### src/trx_seq_pkg.sv
// Package of timing constants and sequencer states for the transmit/receive switch
package trx_seq_pkg;

    // ------------------------------------------------------------------
    // Clock and timing
    // ------------------------------------------------------------------
    localparam int unsigned CLK_PERIOD_NS = 10;
    localparam int unsigned DEAD_TIME_MS = 3;
    localparam int unsigned TX_HOLD_MS = 6;
    localparam int unsigned ONE_SHOT_MS = 10;
    localparam int unsigned VOX_HOLD_MS = 200;
    localparam int unsigned NS_PER_MS = 1000000;
    // Least times round up to whole cycles
    localparam int unsigned DEAD_CYCLES = (DEAD_TIME_MS * NS_PER_MS + CLK_PERIOD_NS - 1)
        / CLK_PERIOD_NS;
    localparam int unsigned HOLD_CYCLES = (TX_HOLD_MS * NS_PER_MS + CLK_PERIOD_NS - 1)
        / CLK_PERIOD_NS;
    localparam int unsigned ONE_SHOT_CYCLES = (ONE_SHOT_MS * NS_PER_MS + CLK_PERIOD_NS - 1)
        / CLK_PERIOD_NS;
    localparam int unsigned VOX_HOLD_CYCLES = (VOX_HOLD_MS * NS_PER_MS + CLK_PERIOD_NS - 1)
        / CLK_PERIOD_NS;
    localparam int unsigned TIMER_W = 32;
    localparam int unsigned SYNC_STAGES = 2;

    // ------------------------------------------------------------------
    // Sequencer states, Gray along rx -> tx -> rx dead time; the step back to rx changes two bits
    // ------------------------------------------------------------------
    typedef enum logic [2:0] {
        ST_RX = 3'b000,
        ST_DEAD_TO_TX = 3'b001,
        ST_TX = 3'b011,
        ST_HOLD = 3'b010,
        ST_DEAD_TO_RX = 3'b110
    } seq_state_t;

    // Values after reset
    localparam logic RST_KEY = 1'b0;
    localparam logic [TIMER_W-1:0] RST_TIMER = 32'h00000000;

endpackage : trx_seq_pkg

### src/input_sync.sv
// Two-flop synchroniser bank for the asynchronous operator inputs
module input_sync #(
    parameter int unsigned WIDTH = 4
) (
    input wire logic mclk,
    input wire logic rst_n,
    input wire logic [WIDTH-1:0] async_in,
    output logic [WIDTH-1:0] sync_out
);

    // ------------------------------------------------------------------
    // Per-bit synchronisers
    // ------------------------------------------------------------------
    genvar gi;
    generate
        for (gi = 0; gi < WIDTH; gi++)
        begin : g_bit
            logic meta_reg;
            logic stable_reg;
            // First flop is read only by the second to keep metastability contained
            always_ff @(posedge mclk or negedge rst_n)
            begin
                if (!rst_n)
                begin
                    meta_reg <= 1'b0;
                    stable_reg <= 1'b0;
                end
                else
                begin
                    meta_reg <= async_in[gi];
                    stable_reg <= meta_reg;
                end
            end
            assign sync_out[gi] = stable_reg;
        end
    endgenerate

endmodule : input_sync

### src/vox_detect.sv
// Voice-operated detector: first-arrival latch, one-shot and hold delay
module vox_detect #(
    parameter int unsigned ONE_SHOT_CYCLES = trx_seq_pkg::ONE_SHOT_CYCLES,
    parameter int unsigned HOLD_CYCLES = trx_seq_pkg::VOX_HOLD_CYCLES
) (
    input wire logic mclk,
    input wire logic rst_n,
    input wire logic mic_detect,
    input wire logic echo_detect,
    output logic voice_operated_switch
);

    // ------------------------------------------------------------------
    // First-arrival latch
    // ------------------------------------------------------------------
    logic latch_set_reg;
    logic latch_mic_reg;
    logic shot_reg;
    logic [31:0] shot_cnt_reg;
    logic [31:0] hold_cnt_reg;

    // Latch records which detector came first; a speaker echo wins the race
    // and then blocks voice keying until both detectors go quiet
    always_ff @(posedge mclk or negedge rst_n)
    begin
        if (!rst_n)
        begin
            latch_set_reg <= 1'b0;
            latch_mic_reg <= 1'b0;
        end
        else if (!latch_set_reg && (mic_detect || echo_detect))
        begin
            latch_set_reg <= 1'b1;
            latch_mic_reg <= mic_detect && !echo_detect; // Tie goes to echo
        end
        else if (latch_set_reg && !mic_detect && !echo_detect && !shot_reg)
        begin
            latch_set_reg <= 1'b0;
            latch_mic_reg <= 1'b0;
        end
    end

    // ------------------------------------------------------------------
    // One-shot and hold delay
    // ------------------------------------------------------------------
    // One-shot retriggers while speech from the microphone persists
    always_ff @(posedge mclk or negedge rst_n)
    begin
        if (!rst_n)
        begin
            shot_reg <= 1'b0;
            shot_cnt_reg <= 32'h00000000;
        end
        else if (latch_mic_reg && mic_detect)
        begin
            shot_reg <= 1'b1;
            shot_cnt_reg <= 32'(ONE_SHOT_CYCLES);
        end
        else if (shot_cnt_reg > 32'h00000001)
        begin
            shot_cnt_reg <= shot_cnt_reg - 32'h00000001;
        end
        else
        begin
            shot_reg <= 1'b0;
            shot_cnt_reg <= 32'h00000000;
        end
    end

    // Hold stage bridges pauses between words
    always_ff @(posedge mclk or negedge rst_n)
    begin
        if (!rst_n)
        begin
            voice_operated_switch <= 1'b0;
            hold_cnt_reg <= 32'h00000000;
        end
        else if (shot_reg)
        begin
            voice_operated_switch <= 1'b1;
            hold_cnt_reg <= 32'(HOLD_CYCLES);
        end
        else if (hold_cnt_reg > 32'h00000001)
        begin
            hold_cnt_reg <= hold_cnt_reg - 32'h00000001;
        end
        else
        begin
            voice_operated_switch <= 1'b0;
            hold_cnt_reg <= 32'h00000000;
        end
    end

    p_vox_follows_shot: assert property (@(posedge mclk) disable iff (!rst_n)
        $rose(shot_reg) |=> voice_operated_switch)
        else $error("voice switch did not follow one-shot");

endmodule : vox_detect

### src/tx_rx_switch_sequencer.sv
// Transmit/receive switch sequencer with dead time, key hold and gain gating
// Overview of operation
// - Drive level gate, keying line, tx supply, transmit indication, rx supply.
// - Hold both supplies off for about 3 ms between switching them.
// - Transmit indication high while transmitting, low while receiving.
// - Keep tx supply on about 6 ms after keying line release.
// - Signal and level gate fall before the tx supply drops.
// - Bias lines track tx supply; rx bias is inverse of tx bias.
// - Level control passes only while the keying line is active.
// - Rx supply and indication timing identical in every operating mode.
// - Voice path latches first detector, then one-shot and hold delay.
// - Receiver gain drive forced low whenever rx supply is removed.
module tx_rx_switch_sequencer #(
    parameter int unsigned DEAD_CYCLES = trx_seq_pkg::DEAD_CYCLES,
    parameter int unsigned HOLD_CYCLES = trx_seq_pkg::HOLD_CYCLES,
    parameter int unsigned ONE_SHOT_CYCLES = trx_seq_pkg::ONE_SHOT_CYCLES,
    parameter int unsigned VOX_HOLD_CYCLES = trx_seq_pkg::VOX_HOLD_CYCLES
) (
    input wire logic mclk,
    input wire logic rst_n,
    input wire logic cw_key,
    input wire logic push_to_talk,
    input wire logic mic_detect,
    input wire logic echo_detect,
    input wire logic vox_enable,
    input wire logic cw_mode,
    input wire logic level_in,
    input wire logic rx_gain_in,
    output logic level_control_gate,
    output logic cw_key_line,
    output logic tx_supply_enable,
    output logic transmit_indication,
    output logic rx_supply_enable,
    output logic tx_bias_line,
    output logic rx_bias_line,
    output logic level_out,
    output logic rx_gain_out
);

    // ------------------------------------------------------------------
    // Input synchronisation
    // ------------------------------------------------------------------
    logic [3:0] raw_in;
    logic [3:0] sync_in;
    logic key_s;
    logic ptt_s;
    logic mic_s;
    logic echo_s;
    logic voice_operated_switch;

    assign raw_in = {echo_detect, mic_detect, push_to_talk, cw_key};

    input_sync #(
        .WIDTH(4)
    ) u_sync (
        .mclk(mclk),
        .rst_n(rst_n),
        .async_in(raw_in),
        .sync_out(sync_in)
    );

    assign key_s = sync_in[0];
    assign ptt_s = sync_in[1];
    assign mic_s = sync_in[2];
    assign echo_s = sync_in[3];

    vox_detect #(
        .ONE_SHOT_CYCLES(ONE_SHOT_CYCLES),
        .HOLD_CYCLES(VOX_HOLD_CYCLES)
    ) u_vox (
        .mclk(mclk),
        .rst_n(rst_n),
        .mic_detect(mic_s),
        .echo_detect(echo_s),
        .voice_operated_switch(voice_operated_switch)
    );

    // ------------------------------------------------------------------
    // Sequencer
    // ------------------------------------------------------------------
    trx_seq_pkg::seq_state_t state_reg;
    logic [trx_seq_pkg::TIMER_W-1:0] timer_reg;
    logic tx_request;
    logic timer_done;

    // Key request applies the same path in every mode, so rx supply and
    // transmit indication timing never depend on mode
    assign tx_request = ptt_s || key_s || (vox_enable && voice_operated_switch);
    assign timer_done = (timer_reg == trx_seq_pkg::RST_TIMER);

    // State progression with one shared down-counter
    always_ff @(posedge mclk or negedge rst_n)
    begin
        if (!rst_n)
        begin
            state_reg <= trx_seq_pkg::ST_RX;
            timer_reg <= trx_seq_pkg::RST_TIMER;
        end
        else
        begin
            unique case (state_reg)
                trx_seq_pkg::ST_RX:
                begin
                    if (tx_request)
                    begin
                        state_reg <= trx_seq_pkg::ST_DEAD_TO_TX;
                        timer_reg <= 32'(DEAD_CYCLES - 1);
                    end
                end
                trx_seq_pkg::ST_DEAD_TO_TX:
                begin
                    if (timer_done)
                    begin
                        state_reg <= trx_seq_pkg::ST_TX;
                    end
                    else
                    begin
                        timer_reg <= timer_reg - 32'h00000001;
                    end
                end
                trx_seq_pkg::ST_TX:
                begin
                    if (!tx_request)
                    begin
                        state_reg <= trx_seq_pkg::ST_HOLD;
                        timer_reg <= 32'(HOLD_CYCLES - 1);
                    end
                end
                trx_seq_pkg::ST_HOLD:
                begin
                    if (tx_request)
                    begin
                        state_reg <= trx_seq_pkg::ST_TX;
                    end
                    else if (timer_done)
                    begin
                        state_reg <= trx_seq_pkg::ST_DEAD_TO_RX;
                        timer_reg <= 32'(DEAD_CYCLES - 1);
                    end
                    else
                    begin
                        timer_reg <= timer_reg - 32'h00000001;
                    end
                end
                trx_seq_pkg::ST_DEAD_TO_RX:
                begin
                    if (timer_done)
                    begin
                        state_reg <= trx_seq_pkg::ST_RX;
                    end
                    else
                    begin
                        timer_reg <= timer_reg - 32'h00000001;
                    end
                end
                default:
                begin
                    state_reg <= trx_seq_pkg::ST_RX;
                    timer_reg <= trx_seq_pkg::RST_TIMER;
                end
            endcase
        end
    end

    // ------------------------------------------------------------------
    // Control outputs
    // ------------------------------------------------------------------
    logic tx_supply_next;
    logic rx_supply_next;
    logic indication_next;
    logic key_next;

    // Indication flips at the start of each dead time so the synthesizer
    // settles while both supplies are off
    always_comb
    begin
        tx_supply_next = (state_reg == trx_seq_pkg::ST_TX) ||
            (state_reg == trx_seq_pkg::ST_HOLD);
        rx_supply_next = (state_reg == trx_seq_pkg::ST_RX) && !tx_request;
        indication_next = (state_reg != trx_seq_pkg::ST_RX) &&
            (state_reg != trx_seq_pkg::ST_DEAD_TO_RX);
        // Keying only inside full transmit; drops at hold entry, before supply
        key_next = (state_reg == trx_seq_pkg::ST_TX) &&
            (cw_mode ? key_s : tx_request);
    end

    // Registered drive of the five control lines and biases
    always_ff @(posedge mclk or negedge rst_n)
    begin
        if (!rst_n)
        begin
            tx_supply_enable <= 1'b0;
            rx_supply_enable <= 1'b0;
            transmit_indication <= 1'b0;
            cw_key_line <= trx_seq_pkg::RST_KEY;
            level_control_gate <= 1'b0;
            tx_bias_line <= 1'b0;
            rx_bias_line <= 1'b1;
        end
        else
        begin
            tx_supply_enable <= tx_supply_next;
            rx_supply_enable <= rx_supply_next;
            transmit_indication <= indication_next;
            cw_key_line <= key_next;
            level_control_gate <= key_next;
            tx_bias_line <= tx_supply_next;
            rx_bias_line <= !tx_supply_next;
        end
    end

    // Analog-path gates as digital enables; a real design drives switches
    assign level_out = level_in && level_control_gate;
    assign rx_gain_out = rx_gain_in && rx_supply_enable;

    // ------------------------------------------------------------------
    // Checks
    // ------------------------------------------------------------------
    p_supply_exclusive: assert property (@(posedge mclk) disable iff (!rst_n)
        !(tx_supply_enable && rx_supply_enable))
        else $error("both supplies on");

    p_dead_after_rx: assert property (@(posedge mclk) disable iff (!rst_n)
        $fell(rx_supply_enable) |-> !tx_supply_enable [*3])
        else $error("tx supply came too soon after rx off");

    p_dead_after_tx: assert property (@(posedge mclk) disable iff (!rst_n)
        $fell(tx_supply_enable) |-> !rx_supply_enable [*3])
        else $error("rx supply came too soon after tx off");

    p_indication_tx: assert property (@(posedge mclk) disable iff (!rst_n)
        tx_supply_enable |-> transmit_indication)
        else $error("indication low during transmit");

    p_indication_rx: assert property (@(posedge mclk) disable iff (!rst_n)
        rx_supply_enable |-> !transmit_indication)
        else $error("indication high during receive");

    p_bias_inverse: assert property (@(posedge mclk) disable iff (!rst_n)
        (rx_bias_line == !tx_bias_line) && (tx_bias_line == tx_supply_enable))
        else $error("bias lines out of step");

    p_gate_before_drop: assert property (@(posedge mclk) disable iff (!rst_n)
        $fell(tx_supply_enable) |-> !$past(level_control_gate))
        else $error("level gate still on at supply drop");

    p_hold_time: assert property (@(posedge mclk) disable iff (!rst_n)
        $fell(cw_key_line) && !tx_request && cw_mode |=> tx_supply_enable [*2])
        else $error("tx supply dropped without hold");

    p_level_gated: assert property (@(posedge mclk) disable iff (!rst_n)
        !cw_key_line |-> !level_out)
        else $error("level passed without keying");

    p_gain_forced: assert property (@(posedge mclk) disable iff (!rst_n)
        !rx_supply_enable |-> !rx_gain_out)
        else $error("rx gain active without rx supply");

endmodule : tx_rx_switch_sequencer

### config.mk
export PLATFORM = sky130hd
export DESIGN_NAME = tx_rx_switch_sequencer
export DESIGN_NICKNAME = d
export VERILOG_FILES = /design/src/trx_seq_pkg.sv /design/src/input_sync.sv /design/src/vox_detect.sv /design/src/tx_rx_switch_sequencer.sv
export SDC_FILE = /design/constraint.sdc
export NUM_CORES = 1
export LEC_CHECK = 0
export ABC_AREA = 1
export ABC_CLOCK_PERIOD_IN_PS = 1950
export BUFFER_PORTS_ARGS = -buffer_cell sky130_fd_sc_hd__buf_2
export CAP_MARGIN = 40
export CORE_ASPECT_RATIO = 0.7
export CORE_MARGIN = 2
export CORE_UTILIZATION = 40
export DETAILED_ROUTE_END_ITERATION = 8
export HOLD_SLACK_MARGIN = 0.05
export SYNTH_ARGS = -nofsm -noshare
export SYNTH_HDL_FRONTEND = slang
export SYNTH_HIERARCHICAL = 1
export SYNTH_SLANG_ARGS = --single-unit
### constraint.sdc
create_clock -name mclk -period 1.95 [get_ports mclk]
set_input_delay 0.0975 -clock mclk [delete_from_list [all_inputs] [get_ports mclk]]
set_output_delay 0.0975 -clock mclk [all_outputs]
set_load 0.1 [all_outputs]
==> run summary, run 1 <==
worst skew pair latency: 0.42 ns
area leader, netlist: dfrtp_1
ANT nets after route: 0
syn nets: 1,022
Netlist Area Pre-Place: 7210 um^2
CP Launch Type: flop
Max clock buf depth: 2
crit path DAT: 2.10 ns
Filler cells: 1,833
synth top area cells: dfrtp_1 (40%), nand2_1 (14%), nor2_1 (11%)
Detail Placement HPWL: 13,500 um
Syn. warnings: 6
initial antenna violation count: 0
critical path, cell by cell: inv_1 > ha_2 > nand3_1 > nor2_2 > nand2_4 > nor2_8 > a21oi_4 > buf_12 > o21ai_0 > o21ai_2
Starting Density: 0.404
number of cell rows: 41
port bufs: 18
placed insts: 1,266
CORE AREA: 17,900 um^2
Max stage delay on crit path: 0.38 ns
die area: 19,100 um^2
Vias: 6,362
top_reg_cell synth: dfrtp_1
clock-pin slew on the worst setup and hold paths: 0.06 ns
min Tclk post-route: 1.81 ns
CP required: 2.24 ns
maximum clock frequency: 0.552 GHz
routed vias/inst: 4.86
CTS tree: built
Finished Layout Cells: 1,308
area grow syn2layout: 15.7%
Seq/Total Area, Yosys: 0.403
Power Total: 11,000 uW
Final Setup Violations: 0
Synth cell types: 42
Nets: 1,075
Slew Limit Fails: 0
status: finished, final reports clean
leading cell types in the layout, fill and taps excluded: nand2_1 (264), nor2_1 (215), dfrtp_1 (114), inv_1 (96), nand3_1 (83)
Worst-Margin Slew: 0.665 ns
DR pass1 iterations: 4
unrepaired setup endpoints after global routing: yes
crit end category: flop
crit-path max FO: 27
fin worst setup slack: 0.138 ns
clock root cell: clkbuf_16
worst slack at placement: 0.00661 ns
Die Y: 116 um
worst setup skew after layout: 0.0104 ns
Power Density: 1320 nW/um^2
area share of the largest cell type after synthesis: 0.399
Total Wirelength: 17,900 um
maxcap violations: 0
share of cells above drive strength 1: 0.172
leakage: 0.00400 uW
Syn Area/Cell: 7.17 um^2
DRT iter0 DRCs: 592
Final Hold Fails: 0
setup TNS: 0 ns
Slowest-stage cell, CP: dfrtp_1
commonest non-fill, non-tap cell in the layout: nand2_1
number of synthesized flops with an enable pin: 0
CTS buffer count: 17
kind of critical path: flop to flop
diode count: 0
Residual DRC: 0
worst vdd ir: 1.04 mV
global-route wire length before repair: 30,500 um
Cells after Synth: 1,006
Slew headroom: 0.553
Final period util: 0.929
chip width: 164 um
Top Ports: 19
TritonCTS Sinks: 116
largest net degree at the start of global routing: 51
H-tree depth: 4
GR Overflow Total: 0
Hold Crit Class: input pin to flop
routability cong.: 0.912
drt wl/cell: 13.7 um
Total GRT Usage: 0.205
Synth async-reset ratio: 1.00
flops & latches, synth: 116
vias in the first global route: 5,927
-- report_power, final --
part	switching [uW]	internal, uW
Clock	1160	1860
Combinational	3210	1420
Sequential	477	2880
Total	4850	6150
-- cells in the mapped netlist, types with 2 or more instances --
cell / number
nor3_1: 6
clkbuf_1: 2
nor2_4: 8
nand2_4: 6
o21ai_2: 11
xnor2_1: 14
o21bai_1: 3
nor2_2: 35
or2_2: 3
o22ai_2: 2
inv_1: 97
o21ai_0: 20
inv_2: 9
nand2_1: 265
nand3_1: 83
and2_1: 2
nand4_1: 11
ha_1: 6
o21ai_1: 9
dfrtp_1: 115
o211ai_2: 3
nand2_2: 12
buf_6: 6
buf_4: 6
nand3_2: 2
a21oi_1: 12
nor2_1: 219
a21oi_2: 4
xor2_1: 22
-- cell families (layout without fill, tap and decap cells) --
group,Yosys count,after routing,synth area share
xor gates and xnor gates,36,36,0.0437
buffers and inverters,123,189,0.0758
DFF,116,116,0.403
and+or+nand+nor,656,656,0.401
adders and majority gates,6,6,0.0104
AOI/OAI and AO/OA,69,69,0.0666
-- critical path, delay by kind of cell (launching register included) --
kind                     cells  cell delay (ns)
AO/OA/AOI/OAI                3             0.30
adder cells (fa/ha/maj)      1             0.21
buffers and inverters        2             0.30
flip-flops                   1             0.38
AND/OR/NAND/NOR              4             0.48
-- routing by layer --
metal | vias up | GRT usage | wire length (um)
li1 | 3249 | - | -
met1 | 2943 | 0.326 | 9940
met2 | 151 | 0.280 | 6860
met3 | 19 | 0.0426 | 937
met4 | 0 | 0.0510 | 196
met5 | - | 0 | 0
-- stage by stage --
stage               hold WS (ns)  instance area, um^2  utilization
floorplan                 -0.198                 7210            -
global placement          0.0899                 7660        0.429
detailed placement        0.0962                 7660        0.429
CTS                        0.143                 8290        0.464
global route               0.189                 8340        0.467
finish                     0.153                 8340        0.467
-- worst paths after layout --
| kind | startpoint | cells past startpoint | slack, ns | end |
|---|---|---|---|---|
| max | timer_reg[1] | 10 | 0.14 | timer_reg[1] |
| min | vox_enable | 4 | 0.15 | rx_supply_enable |
| max reg2reg | timer_reg[1] | 10 | 0.14 | timer_reg[1] |
| min reg2reg | u_sync/g_bit[3].meta_reg | 0 | 0.35 | u_sync/g_bit[3].stable_reg |
| max in group asynchronous | rst_n | 3 | 1.09 | rx_bias_line |
| min in group asynchronous | rst_n | 2 | 0.18 | u_vox/hold_cnt_reg[19] |
-- layout make-up --
class | count | area, um^2 | share of cell area
multi-input cells | 767 | 3780 | 0.453
well taps | 236 | 295 | 0.0354
inverters | 107 | 402 | 0.0481
clock buffers | 22 | 474 | 0.0568
clock inverters | 10 | 101 | 0.0121
flip-flops and latches | 116 | 2910 | 0.348
repair buffers | 50 | 385 | 0.0462
-- timing repair --
item | in CTS | in global routing
hold buffers | 6 | 0
resized for setup | 1 | 8
endpoints found under the hold margin | 37 | 0
buffers inserted | 0 | 4
pin swaps | 0 | 2
endpoints found under the setup margin | 1 | 22
Note: power is estimated with default switching activity, not from simulation.
==> run 2: changes to the inputs <==
--- a/config.mk
+++ b/config.mk
@@ -16,5 +16,4 @@
 export HOLD_SLACK_MARGIN = 0.05
 export SYNTH_ARGS = -nofsm -noshare
 export SYNTH_HDL_FRONTEND = slang
-export SYNTH_HIERARCHICAL = 1
 export SYNTH_SLANG_ARGS = --single-unit
==> run 2 against run 1 <==
  * Clock skew rose by 0.0034 ns
  * Clock-buffer cell count decreased by 2
  * Via count down 6.3%
  * Sequential share of layout area up 1.0 points
  * Global-route usage shrank 0.75 points
  * Cell count is 4.5% lower
  * Largest cell class unchanged
  * Final area fell by 2.9%
  * Core utilization increased by 2.5 points
  * First-iteration DRC count decreased by 11%
  * Worst hold slack gained 0.011 ns
  * Highest routed layer unchanged
  * Synthesized cell count down 7.0%
==> run summary, run 2 <==
cell area after layout: 8100 um^2
status: finished, final reports clean
DRT iter0 DRCs: 527
Final Setup Violations: 0
initial antenna violation count: 0
CP required: 2.24 ns
top_reg_cell synth: dfrtp_1
area share of the largest cell type after synthesis: 0.424
leakage: 0.00384 uW
global-route wire length before repair: 28,600 um
share of cells above drive strength 1: 0.153
synth top area cells: dfrtp_1 (42%), nand2_1 (13%), nor2_1 (11%)
Max stage delay on crit path: 0.38 ns
drt wl/cell: 13.1 um
Filler cells: 1,614
crit end category: flop
diode count: 0
Slew headroom: 0.680
Final Hold Fails: 0
worst vdd ir: 0.510 mV
TritonCTS Sinks: 116
Cells after Synth: 936
syn nets: 952
clock-pin slew on the worst setup and hold paths: 0.06 ns
leading cell types in the layout, fill and taps excluded: nand2_1 (233), nor2_1 (202), dfrtp_1 (115), inv_1 (93), nand3_1 (53)
Fin Hold WS: 0.165 ns
area leader, netlist: dfrtp_1
ANT nets after route: 0
maxcap violations: 0
CORE AREA: 16,400 um^2
Hold Crit Class: input pin to async pin
Slew Limit Fails: 0
critical path, cell by cell: inv_1 > buf_4 > ha_1 > nand2_2 > nor2_4 > nand3_1 > nor2_1 > xnor2_1 > o21ai_0
Netlist Area Pre-Place: 6780 um^2
multi-input logic area: 3430 um^2
setup bufs post-CTS: 0
Top Ports: 19
Synth cell types: 40
CTS buffer count: 17
Synth top cells by count: nand2_1 (238), nor2_1 (206), dfrtp_1 (115), inv_1 (93), nand3_1 (53)
Die Y: 113 um
worst setup skew after layout: 0.0139 ns
flops & latches, synth: 116
area grow syn2layout: 19.5%
Total GRT Usage: 0.198
Syn. warnings: 0
worst skew pair latency: 0.41 ns
Residual DRC: 0
number of synthesized flops with an enable pin: 0
Power Density: 896 nW/um^2
DR pass1 iterations: 5
Synth async-reset ratio: 1.00
routability cong.: 0.901
CP Launch Type: flop
largest net degree at the start of global routing: 47
Max clock buf depth: 2
crit path DAT: 2.15 ns
Power Total: 7260 uW
Total Wirelength: 16,400 um
clock root cell: clkbuf_16
Starting Density: 0.412
routed vias/inst: 4.77
CTS tree: built
maximum clock frequency: 0.537 GHz
Seq/Total Area, Yosys: 0.428
Finished Layout Cells: 1,249
Nets: 1,027
Syn Area/Cell: 7.25 um^2
chip width: 160 um
register area: 2900 um^2
H-tree depth: 4
Post-DP Area: 7440 um^2
Final period util: 0.955
crit-path max FO: 5
GR Overflow Total: 0
count leader, synth: nand2_1
Detail Placement HPWL: 12,300 um
Slowest-stage cell, CP: dfrtp_1
Worst-Margin Slew: 0.476 ns
Vias: 5,961
kind of critical path: flop to flop
vias in the first global route: 5,756
die area: 18,000 um^2
port bufs: 18
min Tclk post-route: 1.86 ns
number of cell rows: 39
placed insts: 1,211
commonest non-fill, non-tap cell in the layout: nand2_1
[run 2: changes by cell type in the layout (fill, tap and decap cells not counted), moves of 7 or more]
cell / before / now
buf_4: 24 / 42
nand2_1: 264 / 233
nand3_1: 83 / 53
nand4_1: 11 / 18
nor2_1: 215 / 202
nor2_2: 39 / 13
nor3_1: 5 / 15
o21ai_0: 20 / 31
o21ai_2: 11 / 0
xor2_1: 22 / 36
[run 2: critical path, delay by kind of cell, from the launching register on]
| kind | cells | cell delay [ns] |
|---|---|---|
| xor+xnor | 1 | 0.14 |
| compound gates | 1 | 0.09 |
| simple gates | 4 | 0.75 |
| flops | 1 | 0.38 |
| fa+ha+maj | 1 | 0.20 |
| buf+inv | 2 | 0.20 |
[run 2: final timing paths]
| path | startpoint | end | slack [ns] | cells past startpoint |
|---|---|---|---|---|
| worst max register to register | timer_reg[0] | timer_reg[24] | 0.09 | 9 |
| max in group asynchronous | rst_n | rx_bias_line | 1.20 | 3 |
| worst min register to register | u_sync.g_bit[1].meta_reg | u_sync.g_bit[1].stable_reg | 0.35 | 0 |
| min in group mclk | vox_enable | cw_key_line | 0.23 | 5 |
| worst min-delay path | rst_n | u_vox.hold_cnt_reg[7] | 0.16 | 2 |
| worst max-delay path | timer_reg[0] | timer_reg[24] | 0.09 | 9 |
[run 2: cell families after synthesis]
group | share of synthesized area
AND/OR/NAND/NOR | 0.371
buffers and inverters | 0.0718
flip-flops | 0.428
AO/OA/AOI/OAI | 0.0550
XOR/XNOR | 0.0633
adder cells (fa/ha/maj) | 0.0111
[run 2: repair_timing]
action,CTS,global route
hold buffers,6,0
resized for setup,0,16
endpoints found under the hold margin,120,0
setup endpoints to repair,0,48
[run 2: cell type report]
cell class / instances / share of cell area
Multi-Input combinational cell: 702 / 0.423
Sequential cell: 116 / 0.358
Timing Repair Buffer: 68 / 0.0642
Clock buffer: 20 / 0.0564
Inverter: 106 / 0.0500
Tap cell: 225 / 0.0347
Clock inverter: 12 / 0.0133
[run 2: where the power goes]
group | leakage (uW) | switching (uW) | internal, uW
logic | 0.00220 | 873 | 558
clock network | 0.000260 | 1160 | 1810
registers | 0.00138 | 209 | 2640
[run 2: metrics by stage]
step                TNS (ns)  setup WS, ns  utilization
finish                     0        0.0879        0.493
global route         -0.0182       -0.0146        0.493
detailed placement         0        0.0316        0.452
floorplan                  0         0.212            -
global placement           0        0.0332        0.452
CTS                        0        0.0182        0.490
[run 2: per-layer routing]
layer  up-vias  wire [um]  GRT usage
li1       3074          -          -
met1      2721       9030      0.319
met2       149       6090      0.260
met4         0        166     0.0606
met3        17       1090     0.0411
met5         -          0          0
==> run 3: changes to the inputs <==
--- a/config.mk
+++ b/config.mk
@@ -6,7 +6,7 @@
 export NUM_CORES = 1
 export LEC_CHECK = 0
 export ABC_AREA = 1
-export ABC_CLOCK_PERIOD_IN_PS = 1950
+export ABC_CLOCK_PERIOD_IN_PS = 1900
 export BUFFER_PORTS_ARGS = -buffer_cell sky130_fd_sc_hd__buf_2
 export CAP_MARGIN = 40
 export CORE_ASPECT_RATIO = 0.7
==> constraint.sdc (replaced) <==
create_clock -name mclk -period 1.9 [get_ports mclk]
set_input_delay 0.095 -clock mclk [delete_from_list [all_inputs] [get_ports mclk]]
set_output_delay 0.095 -clock mclk [all_outputs]
set_load 0.1 [all_outputs]
==> run 3 against run 2 <==
  * Routed wire length rose by 0.59%
  * First-iteration DRC count fell by 4.4%
  * Setup slack improved by 0.062 ns
  * Power fell by 0.40%
  * Critical path type unchanged
==> run summary, run 3 (synthesis gave the netlist of run 2 again) <==
maxcap violations: 0
Worst-Margin Slew: 0.515 ns
RR Startpoint: u_vox.shot_cnt_reg[0]
leading cell types in the layout, fill and taps excluded: nand2_1 (231), nor2_1 (198), dfrtp_1 (115), inv_1 (92), nand3_1 (53)
Final period util: 0.921
diode count: 0
Slew headroom: 0.653
initial antenna violation count: 0
utilization of the core after routing: 0.494
Worst Setup EP: u_vox.shot_cnt_reg[30]
Max stage delay on crit path: 0.39 ns
crit end category: flop
Residual DRC: 0
Total GRT Usage: 0.195
share of cells above drive strength 1: 0.165
GR Overflow Total: 0
setup TNS: 0 ns
routability cong.: 0.909
placed insts: 1,214
register area: 2900 um^2
area grow syn2layout: 19.7%
number of cell rows: 39
CP top delay family: simple AND/OR/NAND/NOR gates
worst vdd ir: 0.627 mV
Max clock buf depth: 2
ANT nets after route: 0
Critical path buffers and inverters: 2
leakage: 0.00385 uW
Slew Limit Fails: 0
setup slack, reg-to-reg: 0.15 ns
DR pass1 iterations: 6
clock root cell: clkbuf_16
vias in the first global route: 5,615
crit path DAT: 2.05 ns
status: finished, final reports clean
TritonCTS Sinks: 116
worst setup skew after layout: 0.00736 ns
Die Y: 113 um
maximum clock frequency: 0.571 GHz
die area: 18,000 um^2
DRT iter0 DRCs: 504
H-tree depth: 4
FF-to-FF path depth: 9
min Tclk post-route: 1.75 ns
commonest non-fill, non-tap cell in the layout: nand2_1
chip width: 160 um
crit-path max FO: 18
global-route wire length before repair: 27,900 um
Power Density: 890 nW/um^2
Detail Placement HPWL: 12,300 um
Top Ports: 19
worst skew pair latency: 0.41 ns
multi-input logic area: 3460 um^2
Final Hold Fails: 0
Slowest-stage cell, CP: dfrtp_1
CTS buffer count: 17
CORE AREA: 16,400 um^2
Starting Density: 0.412
largest net degree at the start of global routing: 38
launch point of the worst path: u_vox.shot_cnt_reg[0]
Hold Crit Class: input pin to async pin
clock-pin slew on the worst setup and hold paths: 0.06 ns
kind of critical path: flop to flop
drt wl/cell: 13.1 um
Final Setup Violations: 0
Vias: 6,002
routed vias/inst: 4.79
unrepaired setup endpoints after global routing: yes
worst slack at placement: 0.0298 ns
Filler cells: 1,630
WP depth: 9
critical path, cell by cell: inv_1 > ha_1 > nand2_2 > nor2_4 > nand2_2 > a21oi_4 > nor2_4 > inv_4 > nor2_1
Nets: 1,032
port bufs: 18
CTS tree: built
FF-to-FF End: u_vox.shot_cnt_reg[30]
Total Wirelength: 16,500 um
CP required: 2.20 ns
CP Launch Type: flop
Finished Layout Cells: 1,254
fin worst setup slack: 0.150 ns
-- run 3: timing repair --
item	4_1_cts	5_1_grt
setup buffers	0	2
gates resized for setup	0	27
endpoints found under the hold margin	120	0
hold buffers	6	0
endpoints found under the setup margin	0	49
-- run 3: layer usage --
layer | wire, um | up-vias | part of all wire | track usage
met4 | 162 | 0 | 0.0098 | 0.0576
met1 | 8980 | 2752 | 0.55 | 0.312
met2 | 6100 | 155 | 0.37 | 0.250
li1 | - | 3082 | - | -
met3 | 1230 | 13 | 0.075 | 0.0510
met5 | 0 | - | 0 | 0
-- run 3: per-stage QoR --
stage	total power (uW)	area (um^2)	hold WS (ns)
detailed placement	4390	7450	0.0284
global placement	4380	7450	0.0245
CTS	7280	8030	0.122
floorplan	3990	6780	-0.201
global route	7680	8120	0.132
finish	7230	8120	0.126
-- run 3: final cells by class --
cell class	count	share of cell area
Multi-Input combinational cell	702	0.426
Sequential cell	116	0.358
Timing Repair Buffer	73	0.0676
Clock buffer	22	0.0572
Inverter	106	0.0496
Tap cell	225	0.0347
Clock inverter	10	0.00740
-- run 3: worst min path at each step --
| stage | to | slack, ns | start |
|---|---|---|---|
| 6_report | u_vox.hold_cnt_reg[9] | 0.13 | rst_n |
| 5_1_grt | u_vox.hold_cnt_reg[9] | 0.13 | rst_n |
| 4_1_cts | u_vox.hold_cnt_reg[9] | 0.12 | rst_n |
| 3_5_place_dp | u_vox.hold_cnt_reg[9] | 0.03 | rst_n |
| 3_3_place_gp | u_vox.hold_cnt_reg[9] | 0.02 | rst_n |
| 2_1_floorplan | cw_key_line | -0.20 | rst_n |
-- run 3: power by group --
part | total [uW] | leakage [uW] | internal (uW) | switching [uW]
Combinational | 1470 | 0.00222 | 568 | 900
Clock | 2840 | 0.000251 | 1710 | 1120
Sequential | 2930 | 0.00138 | 2710 | 211
Total | 7230 | 0.00385 | 5000 | 2230
